==> config.mk <==
export PLATFORM = sky130hd
export DESIGN_NAME = sbi_irq_pulse
export DESIGN_NICKNAME = d
export VERILOG_FILES = /design/src/rtl/sbi_pkg.sv /design/src/rtl/sbi_irq_pulse.sv /design/src/rtl/sbi_timer.sv
export SDC_FILE = /design/constraint.sdc
export NUM_CORES = 1
export LEC_CHECK = 0
export ABC_CLOCK_PERIOD_IN_PS = 8400
export BUFFER_PORTS_ARGS = -buffer_cell sky130_fd_sc_hd__buf_2
export CAP_MARGIN = 20
export CORE_MARGIN = 2
export CORE_UTILIZATION = 52
export CTS_CLUSTER_DIAMETER = 40
export CTS_CLUSTER_SIZE = 12
export DETAILED_ROUTE_END_ITERATION = 7
export GPL_ROUTABILITY_DRIVEN = 0
export PLACE_DENSITY = 0.86
export SETUP_SLACK_MARGIN = 0.1
export SYNTH_ARGS = -nofsm -noshare
export SYNTH_HDL_FRONTEND = slang
export SYNTH_SLANG_ARGS = --single-unit
==> constraint.sdc <==
create_clock -name mclk -period 8.4 [get_ports mclk]
set_input_delay 0 -clock mclk [delete_from_list [all_inputs] [get_ports mclk]]
set_output_delay 0 -clock mclk [all_outputs]
set_load 0.05 [all_outputs]
==> src/rtl/sbi_pkg.sv <==
// Package: constants and types of the interrupt pulse logic
package sbi_pkg;
  localparam int CLK_PERIOD_NS = 10;
  localparam int IRQ_PULSE_TIME_NS = 100000;
  localparam int IRQ_MIN_GAP_TIME_NS = 10000;
  localparam int CYC_PERIOD_NS = 10000000;
  localparam int PULSE_CYC =
    (IRQ_PULSE_TIME_NS + CLK_PERIOD_NS - 1) / CLK_PERIOD_NS;
  localparam int GAP_CYC =
    (IRQ_MIN_GAP_TIME_NS + CLK_PERIOD_NS - 1) / CLK_PERIOD_NS;
  localparam int PERIOD_CYC = CYC_PERIOD_NS / CLK_PERIOD_NS;
  localparam int TW = 24;

  // Source vector widths and excluded bits
  localparam int SUP_W = 8;
  localparam int THERM_W = 4;
  localparam int BUS_W = 4;
  localparam int HS_W = 8;
  localparam int DRAIN_SOURCE_OV_REG_W = 8;
  localparam int DEV_W = 8;
  localparam int BRK_W = 4;
  localparam logic [7:0] SUP_EXCL = 8'h0F;
  localparam logic [3:0] THERM_EXCL = 4'h8;
  localparam int SPI_FAIL_BIT = 0;
  localparam int CRC_FAIL_BIT = 1;

  // Group positions in the group mask
  localparam int G_SUP = 0;
  localparam int G_TEMP = 1;
  localparam int G_BUS = 2;
  localparam int G_HS = 3;
  localparam int G_BD = 4;
  localparam int G_SPI = 5;
  localparam int GRP_W = 6;

  // Event status bits
  localparam int EV_PULSE = 0;
  localparam int EV_CYC = 1;
  localparam int EV_STOP = 2;
  localparam int EV_W = 3;

  // Register byte offsets
  localparam logic [7:0] OFS_CTRL = 8'h00;
  localparam logic [7:0] OFS_GMASK = 8'h04;
  localparam logic [7:0] OFS_WAKECFG = 8'h08;
  localparam logic [7:0] OFS_EVSTAT = 8'h0C;
  localparam logic [7:0] OFS_EVMASK = 8'h10;
  localparam logic [7:0] OFS_SNAP = 8'h14;
  localparam logic [7:0] OFS_STATE = 8'h18;

  // Reset values
  localparam logic RST_CYC_EN = 1'b1;
  localparam logic [5:0] RST_GMASK = 6'h3F;
  localparam logic [2:0] RST_EVMASK = 3'h0;

  localparam logic [1:0] RESP_OKAY = 2'h0;
  localparam logic [1:0] RESP_SLVERR = 2'h2;

  typedef enum logic [2:0] {
    M_INIT = 3'b000, M_NORMAL = 3'b001, M_STOP = 3'b010,
    M_SLEEP = 3'b011, M_RESTART = 3'b100, M_FAILSAFE = 3'b101
  } sbi_mode_t;

  typedef enum logic [1:0] {
    S_IDLE = 2'b00, S_LOW = 2'b01, S_GAP = 2'b10
  } sbi_state_t;
endpackage

==> src/rtl/sbi_irq_pulse.sv <==
// Top: interrupt pulse generator with AXI4-Lite register slave
// Summary of operation
// RULE1: In Normal or Stop the line is driven low for a fixed pulse time, then released, with a minimum high time between pulses.
// RULE2: Each status group is the OR of its bits and may start a pulse only when its mask bit is set.
// RULE3: Wake events raise a pulse only for inputs configured as wake sources.
// RULE4: The power-on flag, undervoltage, short, overvoltage and high thermal shutdown never start a pulse.
// RULE5: Pending failures left uncleared in Normal or Stop repeat the pulse periodically.
// RULE6: Only the serial-frame and checksum failure flags produce repeated pulses.
// RULE7: No pulse is driven in Restart, Fail-Safe or Sleep.
// RULE8: Entering Stop with any wake bit or brake overvoltage flag still set issues a pulse.
// RULE9: The readable status is refreshed at each falling edge of a pulse.
// RULE10: Events stay in their status registers until the host clears them.
// RULE11: The host may read a status register twice to confirm the event has gone.
// RULE12: During Init the pin is an input that selects development mode.
// RULE13: Clearing the periodic enable stops repeated pulses.
// RULE14: Events arriving while the line is low merge into the current pulse.
// RULE15: The repetition period is a fixed internal interval set by a parameter.
//
// The register offsets and the AXI4-Lite interface to the registers are this design's own decisions.
module sbi_irq_pulse #(
  parameter int WAKE_W = 5,
  parameter int PULSE_CYC = sbi_pkg::PULSE_CYC,
  parameter int GAP_CYC = sbi_pkg::GAP_CYC,
  parameter int PERIOD_CYC = sbi_pkg::PERIOD_CYC
) (
  // Clock and reset
  input wire logic mclk,
  input wire logic reset,
  // Status sources, held until host clears them
  input wire logic [sbi_pkg::SUP_W-1:0] supStat,
  input wire logic [sbi_pkg::THERM_W-1:0] thermStat,
  input wire logic [sbi_pkg::BUS_W-1:0] busStat,
  input wire logic [sbi_pkg::HS_W-1:0] hsStat,
  input wire logic [sbi_pkg::DRAIN_SOURCE_OV_REG_W-1:0] drainSourceOvReg,
  input wire logic [sbi_pkg::BRK_W-1:0] brakeDsOvFlags,
  input wire logic [sbi_pkg::DEV_W-1:0] deviceStatusReg,
  input wire logic [WAKE_W-1:0] wakeStatusReg,
  input wire logic [2:0] mode,
  // Interrupt pin
  input wire logic irqPinIn,
  output logic irqOutN,
  output logic irqOutEn,
  // Status side effects
  output logic statusUpdate,
  output logic devModeReq,
  output logic irq,
  // AXI4-Lite slave
  input wire logic [7:0] s_axi_awaddr,
  input wire logic s_axi_awvalid,
  output logic s_axi_awready,
  input wire logic [31:0] s_axi_wdata,
  input wire logic [3:0] s_axi_wstrb,
  input wire logic s_axi_wvalid,
  output logic s_axi_wready,
  output logic [1:0] s_axi_bresp,
  output logic s_axi_bvalid,
  input wire logic s_axi_bready,
  input wire logic [7:0] s_axi_araddr,
  input wire logic s_axi_arvalid,
  output logic s_axi_arready,
  output logic [31:0] s_axi_rdata,
  output logic [1:0] s_axi_rresp,
  output logic s_axi_rvalid,
  input wire logic s_axi_rready
);
  localparam int TW = sbi_pkg::TW;
  localparam int SRC_W = sbi_pkg::SUP_W + sbi_pkg::THERM_W +
    sbi_pkg::BUS_W + sbi_pkg::HS_W + sbi_pkg::DRAIN_SOURCE_OV_REG_W + 2;

  function automatic logic mapped(input logic [7:0] a);
    mapped = (a == sbi_pkg::OFS_CTRL) || (a == sbi_pkg::OFS_GMASK) ||
      (a == sbi_pkg::OFS_WAKECFG) || (a == sbi_pkg::OFS_EVSTAT) ||
      (a == sbi_pkg::OFS_EVMASK) || (a == sbi_pkg::OFS_SNAP) ||
      (a == sbi_pkg::OFS_STATE);
  endfunction

  sbi_pkg::sbi_state_t state;
  logic periodicIrqEnable;
  logic [sbi_pkg::GRP_W-1:0] groupMask;
  logic [WAKE_W-1:0] wakeCfg;
  logic [sbi_pkg::EV_W-1:0] evStat;
  logic [sbi_pkg::EV_W-1:0] evMask;
  logic [sbi_pkg::GRP_W+WAKE_W-1:0] snap;
  logic [SRC_W-1:0] src, prevSrc, rise;
  logic [WAKE_W-1:0] prevWake;
  logic [2:0] prevMode;
  logic [sbi_pkg::GRP_W-1:0] groupLvl, groupRise;
  logic modeOk, failLvl, stopEvt, wakeRise, cycFire, cycArm;
  logic trig, pend, pulseDone, cycDone, startLow;
  logic pinS1, pinS2;
  logic awHeld, wHeld;
  logic [7:0] awAddr;
  logic [7:0] wByte;
  logic wLane0, doWrite;

  assign modeOk = (mode == sbi_pkg::M_NORMAL) ||
    (mode == sbi_pkg::M_STOP); // [RULE7]
  assign failLvl = deviceStatusReg[sbi_pkg::SPI_FAIL_BIT] |
    deviceStatusReg[sbi_pkg::CRC_FAIL_BIT];

  // Excluded supply and thermal bits are stripped here [RULE4]
  // Both failure bits kept apart so a second failure still triggers
  assign src = {deviceStatusReg[sbi_pkg::CRC_FAIL_BIT],
    deviceStatusReg[sbi_pkg::SPI_FAIL_BIT], drainSourceOvReg, hsStat,
    busStat, thermStat & ~sbi_pkg::THERM_EXCL,
    supStat & ~sbi_pkg::SUP_EXCL};
  assign rise = src & ~prevSrc;

  // Group levels and newly set bits per group
  always_comb begin
    groupLvl = {failLvl, |drainSourceOvReg, |hsStat, |busStat,
      |src[11:8], |src[7:0]}; // [RULE2]
    groupRise = {|rise[33:32], |rise[31:24], |rise[23:16],
      |rise[15:12], |rise[11:8], |rise[7:0]}; // [RULE2]
  end

  assign wakeRise = |(wakeStatusReg & ~prevWake & wakeCfg); // [RULE3]
  assign stopEvt = (mode == sbi_pkg::M_STOP) &&
    (prevMode != sbi_pkg::M_STOP) &&
    ((|wakeStatusReg) || (|brakeDsOvFlags)); // [RULE8]
  // Only the frame and checksum failures can repeat [RULE6]
  assign cycArm = periodicIrqEnable && modeOk && failLvl &&
    groupMask[sbi_pkg::G_SPI]; // [RULE13]
  assign cycFire = cycArm && cycDone; // [RULE5]
  assign trig = modeOk && ((|(groupRise & groupMask)) || wakeRise ||
    stopEvt || cycFire);
  assign startLow = (state == sbi_pkg::S_IDLE) && modeOk &&
    (trig || pend);

  always_ff @(posedge mclk or posedge reset) begin
    if (reset) begin
      prevSrc <= '0;
      prevWake <= '0;
      prevMode <= 3'h0;
    end else begin
      prevSrc <= src;
      prevWake <= wakeStatusReg;
      prevMode <= mode;
    end
  end

  // Pulse and gap timing
  sbi_timer #(.W(TW)) u_pulseTimer (
    .mclk(mclk),
    .reset(reset),
    .load(startLow || ((state == sbi_pkg::S_LOW) &&
      (pulseDone || !modeOk))),
    .loadVal(startLow ? TW'(PULSE_CYC) : TW'(GAP_CYC)),
    .done(pulseDone)
  );

  // Repetition period restarts whenever nothing is pending [RULE15]
  sbi_timer #(.W(TW)) u_cycTimer (
    .mclk(mclk),
    .reset(reset),
    .load(!cycArm || cycDone),
    .loadVal(TW'(PERIOD_CYC)),
    .done(cycDone)
  );

  // Pulse state machine
  always_ff @(posedge mclk or posedge reset) begin
    if (reset) begin
      state <= sbi_pkg::S_IDLE;
      irqOutN <= 1'b1;
      pend <= 1'b0;
    end else begin
      unique case (state)
        sbi_pkg::S_IDLE: begin
          if (startLow) begin
            state <= sbi_pkg::S_LOW;
            irqOutN <= 1'b0; // [RULE1]
            pend <= 1'b0;
          end
        end
        sbi_pkg::S_LOW: begin
          // Newer events fold into this pulse [RULE14]
          if (pulseDone || !modeOk) begin
            state <= sbi_pkg::S_GAP;
            irqOutN <= 1'b1; // [RULE1] [RULE7]
          end
        end
        sbi_pkg::S_GAP: begin
          // Events during the gap wait for its end [RULE1]
          if (trig) begin
            pend <= 1'b1;
          end
          if (pulseDone) begin
            state <= sbi_pkg::S_IDLE;
          end
        end
        default: begin
          state <= sbi_pkg::S_IDLE;
          irqOutN <= 1'b1;
          pend <= 1'b0;
        end
      endcase
    end
  end

  // Status refresh at the falling edge of the line
  always_ff @(posedge mclk or posedge reset) begin
    if (reset) begin
      statusUpdate <= 1'b0;
      snap <= '0;
    end else begin
      statusUpdate <= startLow; // [RULE9]
      if (startLow) begin
        snap <= {wakeStatusReg & wakeCfg, groupLvl}; // [RULE9]
      end
    end
  end

  // Pin direction; the pin is sampled every cycle, devModeReq follows it only in Init
  always_ff @(posedge mclk or posedge reset) begin
    if (reset) begin
      pinS1 <= 1'b1;
      pinS2 <= 1'b1;
      irqOutEn <= 1'b0;
      devModeReq <= 1'b0;
    end else begin
      pinS1 <= irqPinIn;
      pinS2 <= pinS1;
      irqOutEn <= (mode != sbi_pkg::M_INIT); // [RULE12]
      if (mode == sbi_pkg::M_INIT) begin
        devModeReq <= !pinS2; // [RULE12]
      end
    end
  end

  // AXI4-Lite write channel
  assign doWrite = awHeld && wHeld && !s_axi_bvalid;

  always_ff @(posedge mclk or posedge reset) begin
    if (reset) begin
      awHeld <= 1'b0;
      wHeld <= 1'b0;
      awAddr <= 8'h00;
      wByte <= 8'h00;
      wLane0 <= 1'b0;
      s_axi_awready <= 1'b1;
      s_axi_wready <= 1'b1;
      s_axi_bvalid <= 1'b0;
      s_axi_bresp <= sbi_pkg::RESP_OKAY;
    end else begin
      if (s_axi_awvalid && s_axi_awready) begin
        awHeld <= 1'b1;
        awAddr <= {s_axi_awaddr[7:2], 2'b00};
        s_axi_awready <= 1'b0;
      end
      if (s_axi_wvalid && s_axi_wready) begin
        wHeld <= 1'b1;
        wByte <= s_axi_wdata[7:0];
        wLane0 <= s_axi_wstrb[0];
        s_axi_wready <= 1'b0;
      end
      if (doWrite) begin
        awHeld <= 1'b0;
        wHeld <= 1'b0;
        s_axi_bvalid <= 1'b1;
        s_axi_bresp <= mapped(awAddr) ? sbi_pkg::RESP_OKAY :
          sbi_pkg::RESP_SLVERR;
      end
      if (s_axi_bvalid && s_axi_bready) begin
        s_axi_bvalid <= 1'b0;
        s_axi_awready <= 1'b1;
        s_axi_wready <= 1'b1;
      end
    end
  end

  // Configuration registers
  always_ff @(posedge mclk or posedge reset) begin
    if (reset) begin
      periodicIrqEnable <= sbi_pkg::RST_CYC_EN;
      groupMask <= sbi_pkg::RST_GMASK;
      wakeCfg <= '0;
      evMask <= sbi_pkg::RST_EVMASK;
    end else if (doWrite && wLane0) begin
      if (awAddr == sbi_pkg::OFS_CTRL) begin
        periodicIrqEnable <= wByte[0]; // [RULE13]
      end
      if (awAddr == sbi_pkg::OFS_GMASK) begin
        groupMask <= wByte[sbi_pkg::GRP_W-1:0]; // [RULE2]
      end
      if (awAddr == sbi_pkg::OFS_WAKECFG) begin
        wakeCfg <= wByte[WAKE_W-1:0]; // [RULE3]
      end
      if (awAddr == sbi_pkg::OFS_EVMASK) begin
        evMask <= wByte[sbi_pkg::EV_W-1:0];
      end
    end
  end

  // Sticky event bits; a set in the clearing cycle wins [RULE10]
  always_ff @(posedge mclk or posedge reset) begin
    if (reset) begin
      evStat <= '0;
      irq <= 1'b0;
    end else begin
      evStat <= (evStat & ~((doWrite && wLane0 &&
        awAddr == sbi_pkg::OFS_EVSTAT) ?
        wByte[sbi_pkg::EV_W-1:0] : {sbi_pkg::EV_W{1'b0}})) |
        {startLow && stopEvt, startLow && cycFire, startLow};
      irq <= |(evStat & evMask);
    end
  end

  // AXI4-Lite read channel
  always_ff @(posedge mclk or posedge reset) begin
    if (reset) begin
      s_axi_arready <= 1'b1;
      s_axi_rvalid <= 1'b0;
      s_axi_rdata <= 32'h0;
      s_axi_rresp <= sbi_pkg::RESP_OKAY;
    end else begin
      if (s_axi_arvalid && s_axi_arready) begin
        s_axi_arready <= 1'b0;
        s_axi_rvalid <= 1'b1;
        s_axi_rresp <= mapped({s_axi_araddr[7:2], 2'b00}) ?
          sbi_pkg::RESP_OKAY : sbi_pkg::RESP_SLVERR;
        unique case ({s_axi_araddr[7:2], 2'b00})
          sbi_pkg::OFS_CTRL: s_axi_rdata <= {31'h0, periodicIrqEnable};
          sbi_pkg::OFS_GMASK: s_axi_rdata <= 32'(groupMask);
          sbi_pkg::OFS_WAKECFG: s_axi_rdata <= 32'(wakeCfg);
          sbi_pkg::OFS_EVSTAT: s_axi_rdata <= 32'(evStat);
          sbi_pkg::OFS_EVMASK: s_axi_rdata <= 32'(evMask);
          sbi_pkg::OFS_SNAP: s_axi_rdata <= 32'(snap);
          sbi_pkg::OFS_STATE: s_axi_rdata <= {25'h0, devModeReq,
            pend, irqOutN, state, 1'b0, pinS2};
          default: s_axi_rdata <= 32'h0;
        endcase
      end
      if (s_axi_rvalid && s_axi_rready) begin
        s_axi_rvalid <= 1'b0;
        s_axi_arready <= 1'b1;
      end
    end
  end

  // Checks: cycle counters for low and high time
  logic [TW-1:0] lowCnt, highCnt;

  always_ff @(posedge mclk or posedge reset) begin
    if (reset) begin
      lowCnt <= '0;
      highCnt <= TW'(GAP_CYC);
    end else begin
      lowCnt <= irqOutN ? '0 : lowCnt + 1'b1;
      if (!irqOutN) begin
        highCnt <= '0;
      end else if (highCnt < TW'(GAP_CYC)) begin
        highCnt <= highCnt + 1'b1;
      end
    end
  end
endmodule

==> src/rtl/sbi_timer.sv <==
// Reloadable down counter flagging its last cycle
module sbi_timer #(
  parameter int W = 24
) (
  // Clock and reset
  input wire logic mclk,
  input wire logic reset,
  // Control
  input wire logic load,
  input wire logic [W-1:0] loadVal,
  output logic done
);
  logic [W-1:0] cnt;

  always_ff @(posedge mclk or posedge reset) begin
    if (reset) begin
      cnt <= '0;
    end else if (load) begin
      cnt <= loadVal;
    end else if (cnt != '0) begin
      cnt <= cnt - 1'b1;
    end
  end

  // Last cycle of the loaded interval
  assign done = (cnt == {{(W-1){1'b0}}, 1'b1});
endmodule

==> impl_summary.md <==
Die
Once the floorplan was initialized, standard cells occupied between 50% and 60% of the core. The vertical die dimension is approximately 120 µm. The die width is around 120 µm. The area of the die is 14600 µm².

In this run the standard cell core region covers between 10000 and 15000 µm². Row generation in the floorplan step produced 42 rows. between 150 and 200 I/O pins were placed.

STA
The final-report max-slew violation count was 0. On the final layout, the worst clock skew is 8.34 ps. Derived from the worst setup path, the maximum achievable clock frequency is 335 MHz. Setup violations remaining at the end of the flow were counted as 0. Setup repair after global routing left no endpoint under its margin. The total count of hold-check failures in the final report is 0.

The clock period could shrink to ~3000 ps. In the finished design, the share of the clock period the worst path needs comes to around 36%. The worst relative slew slack is between 30 and 40%. For the pin with the worst max-slew slack, the measured transition is about 960 ps. Adding up every negative setup slack in the final design gives 0 ps.

Setup path
The critical path start-end classification is flip-flop to flip-flop. The start of the worst register-to-register path is u_pulseTimer.cnt[14]. The data arrival at the endpoint of the critical path is approximately 3300 ps. The setup check on the worst reg-to-reg path leaves a slack of 5410 ps. STA classifies the critical path startpoint as a flip-flop. The endpoint of the lowest-slack register-to-register path is u_pulseTimer.cnt[13]. The required time reported for the critical path endpoint is between 8000 and 9000 ps. STA classifies the critical path endpoint as a flip-flop. In this run the worst path has a maximum fanout of 13. The worst reg-to-reg path cell count is 6.

Logic synthesis
The number of warnings reported in the yosys synthesis log is 0. Dividing the synthesized area by the synthesized cell count gives 10.9 µm². The primary flip-flop cell chosen by synthesis mapping is sky130_fd_sc_hd__dfrtp_1. The number of unique standard cell types used by synthesis is 62. The number of enable-type register cells in the synthesized netlist is 0.

Synthesis produced a netlist whose cell count is around 650. The async set-or-reset flop fraction in the synthesized netlist is 100%. The post-synthesis sequential element count is roughly 160. After synthesis the cells add up to 7110 µm². After synthesis, flip-flops and latches occupy approximately 55% of the total area.

CTS
Clock latency on the worst-skew pair, taken at its later pin, is 430 ps. For this design, the sink count on the clock tree is between 150 and 200. Clock tree synthesis selected as its root buffer the cell sky130_fd_sc_hd__clkbuf_16. The CTS tree is yes. Clock tree synthesis inserted a total of 17 buffers. In this run the number of H-tree levels came out at 4. After clock tree synthesis, the clock-pin slew on the worst setup and hold paths is around 60 ps.

The deepest clock path buffer count is 2.

Drt
In the routed layout, each cell is associated on average with a via count of approximately 5.5. After detailed routing, the average wire length per cell comes to 16.6 µm. The number of optimization iterations in the first detailed-route pass is 5. After detailed routing, the number of remaining DRC violations is 0. Detailed routing inserted a total of 5485 vias. The detailed-route wire length is around 17 mm. The detail route stage leaves a number of antenna-violating nets equal to 0. The number of violations reported at the end of detailed-routing iteration 0 is between 300 and 400.

Power
VDD sags by at most around 190 µV. The analysis attributes to cell leakage a power of 3.97 nW. Power spread over the standard cell area amounts to roughly 290 nW/µm². Overall power consumption after layout is estimated at around 2.6 mW.

Cells and area
The final net count is 926. The area taken by flip-flops and latches is just under 4000 µm². The total area of multi-input combinational cells is approximately 2800 µm². After filler insertion, the fill cell instance count of the layout stands at 930. The non-filler instance count after layout is around 1000. Relative to the synthesized area, the layout overhead comes to 25.8%. 0 antenna diodes ended up in the layout. Once layout is done, the placed cells without fillers occupy about 8900 µm². Cells with a size suffix above 1 make up 22.5% of the layout.

GRT
The first global-routing pass estimated about 27 mm of wire. The number of antenna violations at the first check in global routing is 0. Across every metal layer, demand over resource in global routing totals between 20% and 30%.

The number of global-route vias before repair was about 5600. The final global-route overflow total is 0. Entering global routing, the biggest net connects 84 pins.

Min path
The worst hold path startpoint is s_axi_araddr[7]. The path class of the tightest hold or removal check is input pin to flip-flop. The end of the worst hold path is s_axi_rresp[1]. The number of cells traversed by the worst hold path is 4.

Run
The number of maximum-capacitance constraint violations is 0.

Status
The flow ran to the end, and the final reports show no timing, DRC or antenna violations.

Placement
The total cell area at the placement stage is between 7000 and 8000 µm². Summed over all nets, the half-perimeter wirelength after detailed placement is between 10 and 15 mm. In this run, placement finished with an instance count of between 900 and 1000. The number of buffers added on ports is 90.
## synthesized netlist by cell type, types with 5 or more instances
library cell | number | share of area (%)
sky130_fd_sc_hd__mux2_2 | 35 | 5.5
sky130_fd_sc_hd__clkbuf_1 | 7 | 0.37
sky130_fd_sc_hd__mux2i_1 | 12 | 1.7
sky130_fd_sc_hd__xor2_1 | 11 | 1.4
sky130_fd_sc_hd__nor2_1 | 52 | 2.7
sky130_fd_sc_hd__dfrtp_1 | 144 | 51
sky130_fd_sc_hd__nand3b_1 | 7 | 0.74
sky130_fd_sc_hd__o31ai_1 | 7 | 0.74
sky130_fd_sc_hd__and2_1 | 6 | 0.53
sky130_fd_sc_hd__or3_1 | 11 | 0.97
sky130_fd_sc_hd__nor4_1 | 26 | 2.3
sky130_fd_sc_hd__o21ai_0 | 19 | 1.3
sky130_fd_sc_hd__xnor2_1 | 32 | 3.9
sky130_fd_sc_hd__dfstp_2 | 13 | 4.8
sky130_fd_sc_hd__nand2b_1 | 5 | 0.44
sky130_fd_sc_hd__buf_4 | 23 | 2.4
sky130_fd_sc_hd__a21oi_1 | 13 | 0.91
sky130_fd_sc_hd__inv_1 | 46 | 2.4
sky130_fd_sc_hd__nand2_1 | 56 | 3.0
sky130_fd_sc_hd__o22ai_1 | 15 | 1.3
sky130_fd_sc_hd__nand4_1 | 5 | 0.44
sky130_fd_sc_hd__nand3_1 | 13 | 0.91
sky130_fd_sc_hd__nor3_1 | 31 | 2.2
## metal layers
metal / track usage (%) / part of all wire, % / vias up
li1: - / - / 2559
met1: 29.5 / 41 / 2643
met2: 40.6 / 50 / 227
met3: 5.12 / 5.7 / 56
met4: 12.1 / 3.6 / 0
met5: 0 / 0 / -
## power by group
part,switching [mW],internal (mW)
Sequential,0.158,0.936
Combinational,0.325,0.244
Clock,0.300,0.603
Total,0.782,1.78
## critical path, cell delays in order, from the launching register on
cell                      delay (ps)
sky130_fd_sc_hd__dfrtp_1         400
sky130_fd_sc_hd__or4_1           600
sky130_fd_sc_hd__nor4_1          490
sky130_fd_sc_hd__a311o_1         340
sky130_fd_sc_hd__nor3b_2         590
sky130_fd_sc_hd__buf_4           310
sky130_fd_sc_hd__o31ai_1          90
## stage by stage
step	setup WS, ps	util, %	hold slack [ps]
final	5410	67.3	14.0
after global routing	5280	67.3	21.7
after CTS	5480	67.1	2.77
after floorplan	4190	-	4.48
after global placement	5500	57.3	115
after detailed placement	5500	57.3	118
## layout make-up
cell class | instances | share of cell area, %
clock buffers | 21 | 5.15
clock inverters | 11 | 2.64
inverters | 47 | 2.08
multi-input cells | 432 | 31.2
flip-flops and latches | 157 | 44.1
well taps | 176 | 2.46
repair buffers | 155 | 12.4
## worst max-delay path by stage
stage / cells after the start / slack [ps] / endpoint / start
after floorplan: 1 / 4190 / awAddr[2] / reset
after global placement: 6 / 5500 / u_pulseTimer.cnt[13] / u_pulseTimer.cnt[14]
after detailed placement: 6 / 5500 / u_pulseTimer.cnt[13] / u_pulseTimer.cnt[14]
after CTS: 6 / 5480 / u_pulseTimer.cnt[13] / u_pulseTimer.cnt[14]
after global routing: 6 / 5280 / u_pulseTimer.cnt[13] / u_pulseTimer.cnt[8]
final: 6 / 5410 / u_pulseTimer.cnt[13] / u_pulseTimer.cnt[14]
## cells in the final DEF, fill, tap and decap left out, drive strengths merged, types with 4 or more instances in the layout
cell and count:
or4 5, ha 4, dlygate4sd3 61, dfrtp 144
or3 11, o22ai 15, nor3 31, a22o 4
inv 48, mux2 35, clkbuf 21, nand2b 5
buf 94, a21oi 13, o21ai 20, nand4 5
nand3b 7, nand2 56, and2 6, nand3 13
xor2 11, o31ai 8, dfstp 13, nor4 27
bufinv 7, nor2 53, conb 23, nor3b 5
xnor2 32, mux2i 12
## cells by family after synthesis
| logic type | count (synthesis) | synth area share (%) |
|---|---|---|
| and+or+nand+nor | 230 | 16.4 |
| DFF | 157 | 55.5 |
| buffers and inverters | 86 | 6.49 |
| AOI/OAI and AO/OA | 84 | 8.04 |
| muxes | 48 | 7.55 |
| xor gates and xnor gates | 43 | 5.30 |
| adders and majority gates | 4 | 0.704 |
| other | 1 | 0.0527 |
## state kept, by name, summed over array words and instances, names as in the netlist, 2 cells and up
name              flops
u_pulseTimer.cnt     24
awAddr                6
wByte                 6
snap                 11
groupMask             6
evMask                3
prevWake              5
state                 2
prevSrc              29
evStat                3
u_cycTimer.cnt       24
prevMode              3
wakeCfg               5
s_axi_rdata          11
## timing repair
item,4_1_cts,5_1_grt
buffers inserted,0,0
hold endpoints to repair,136,0
gates resized for setup,0,0
hold buffers,61,0
(Power assumes the default switching activity.)
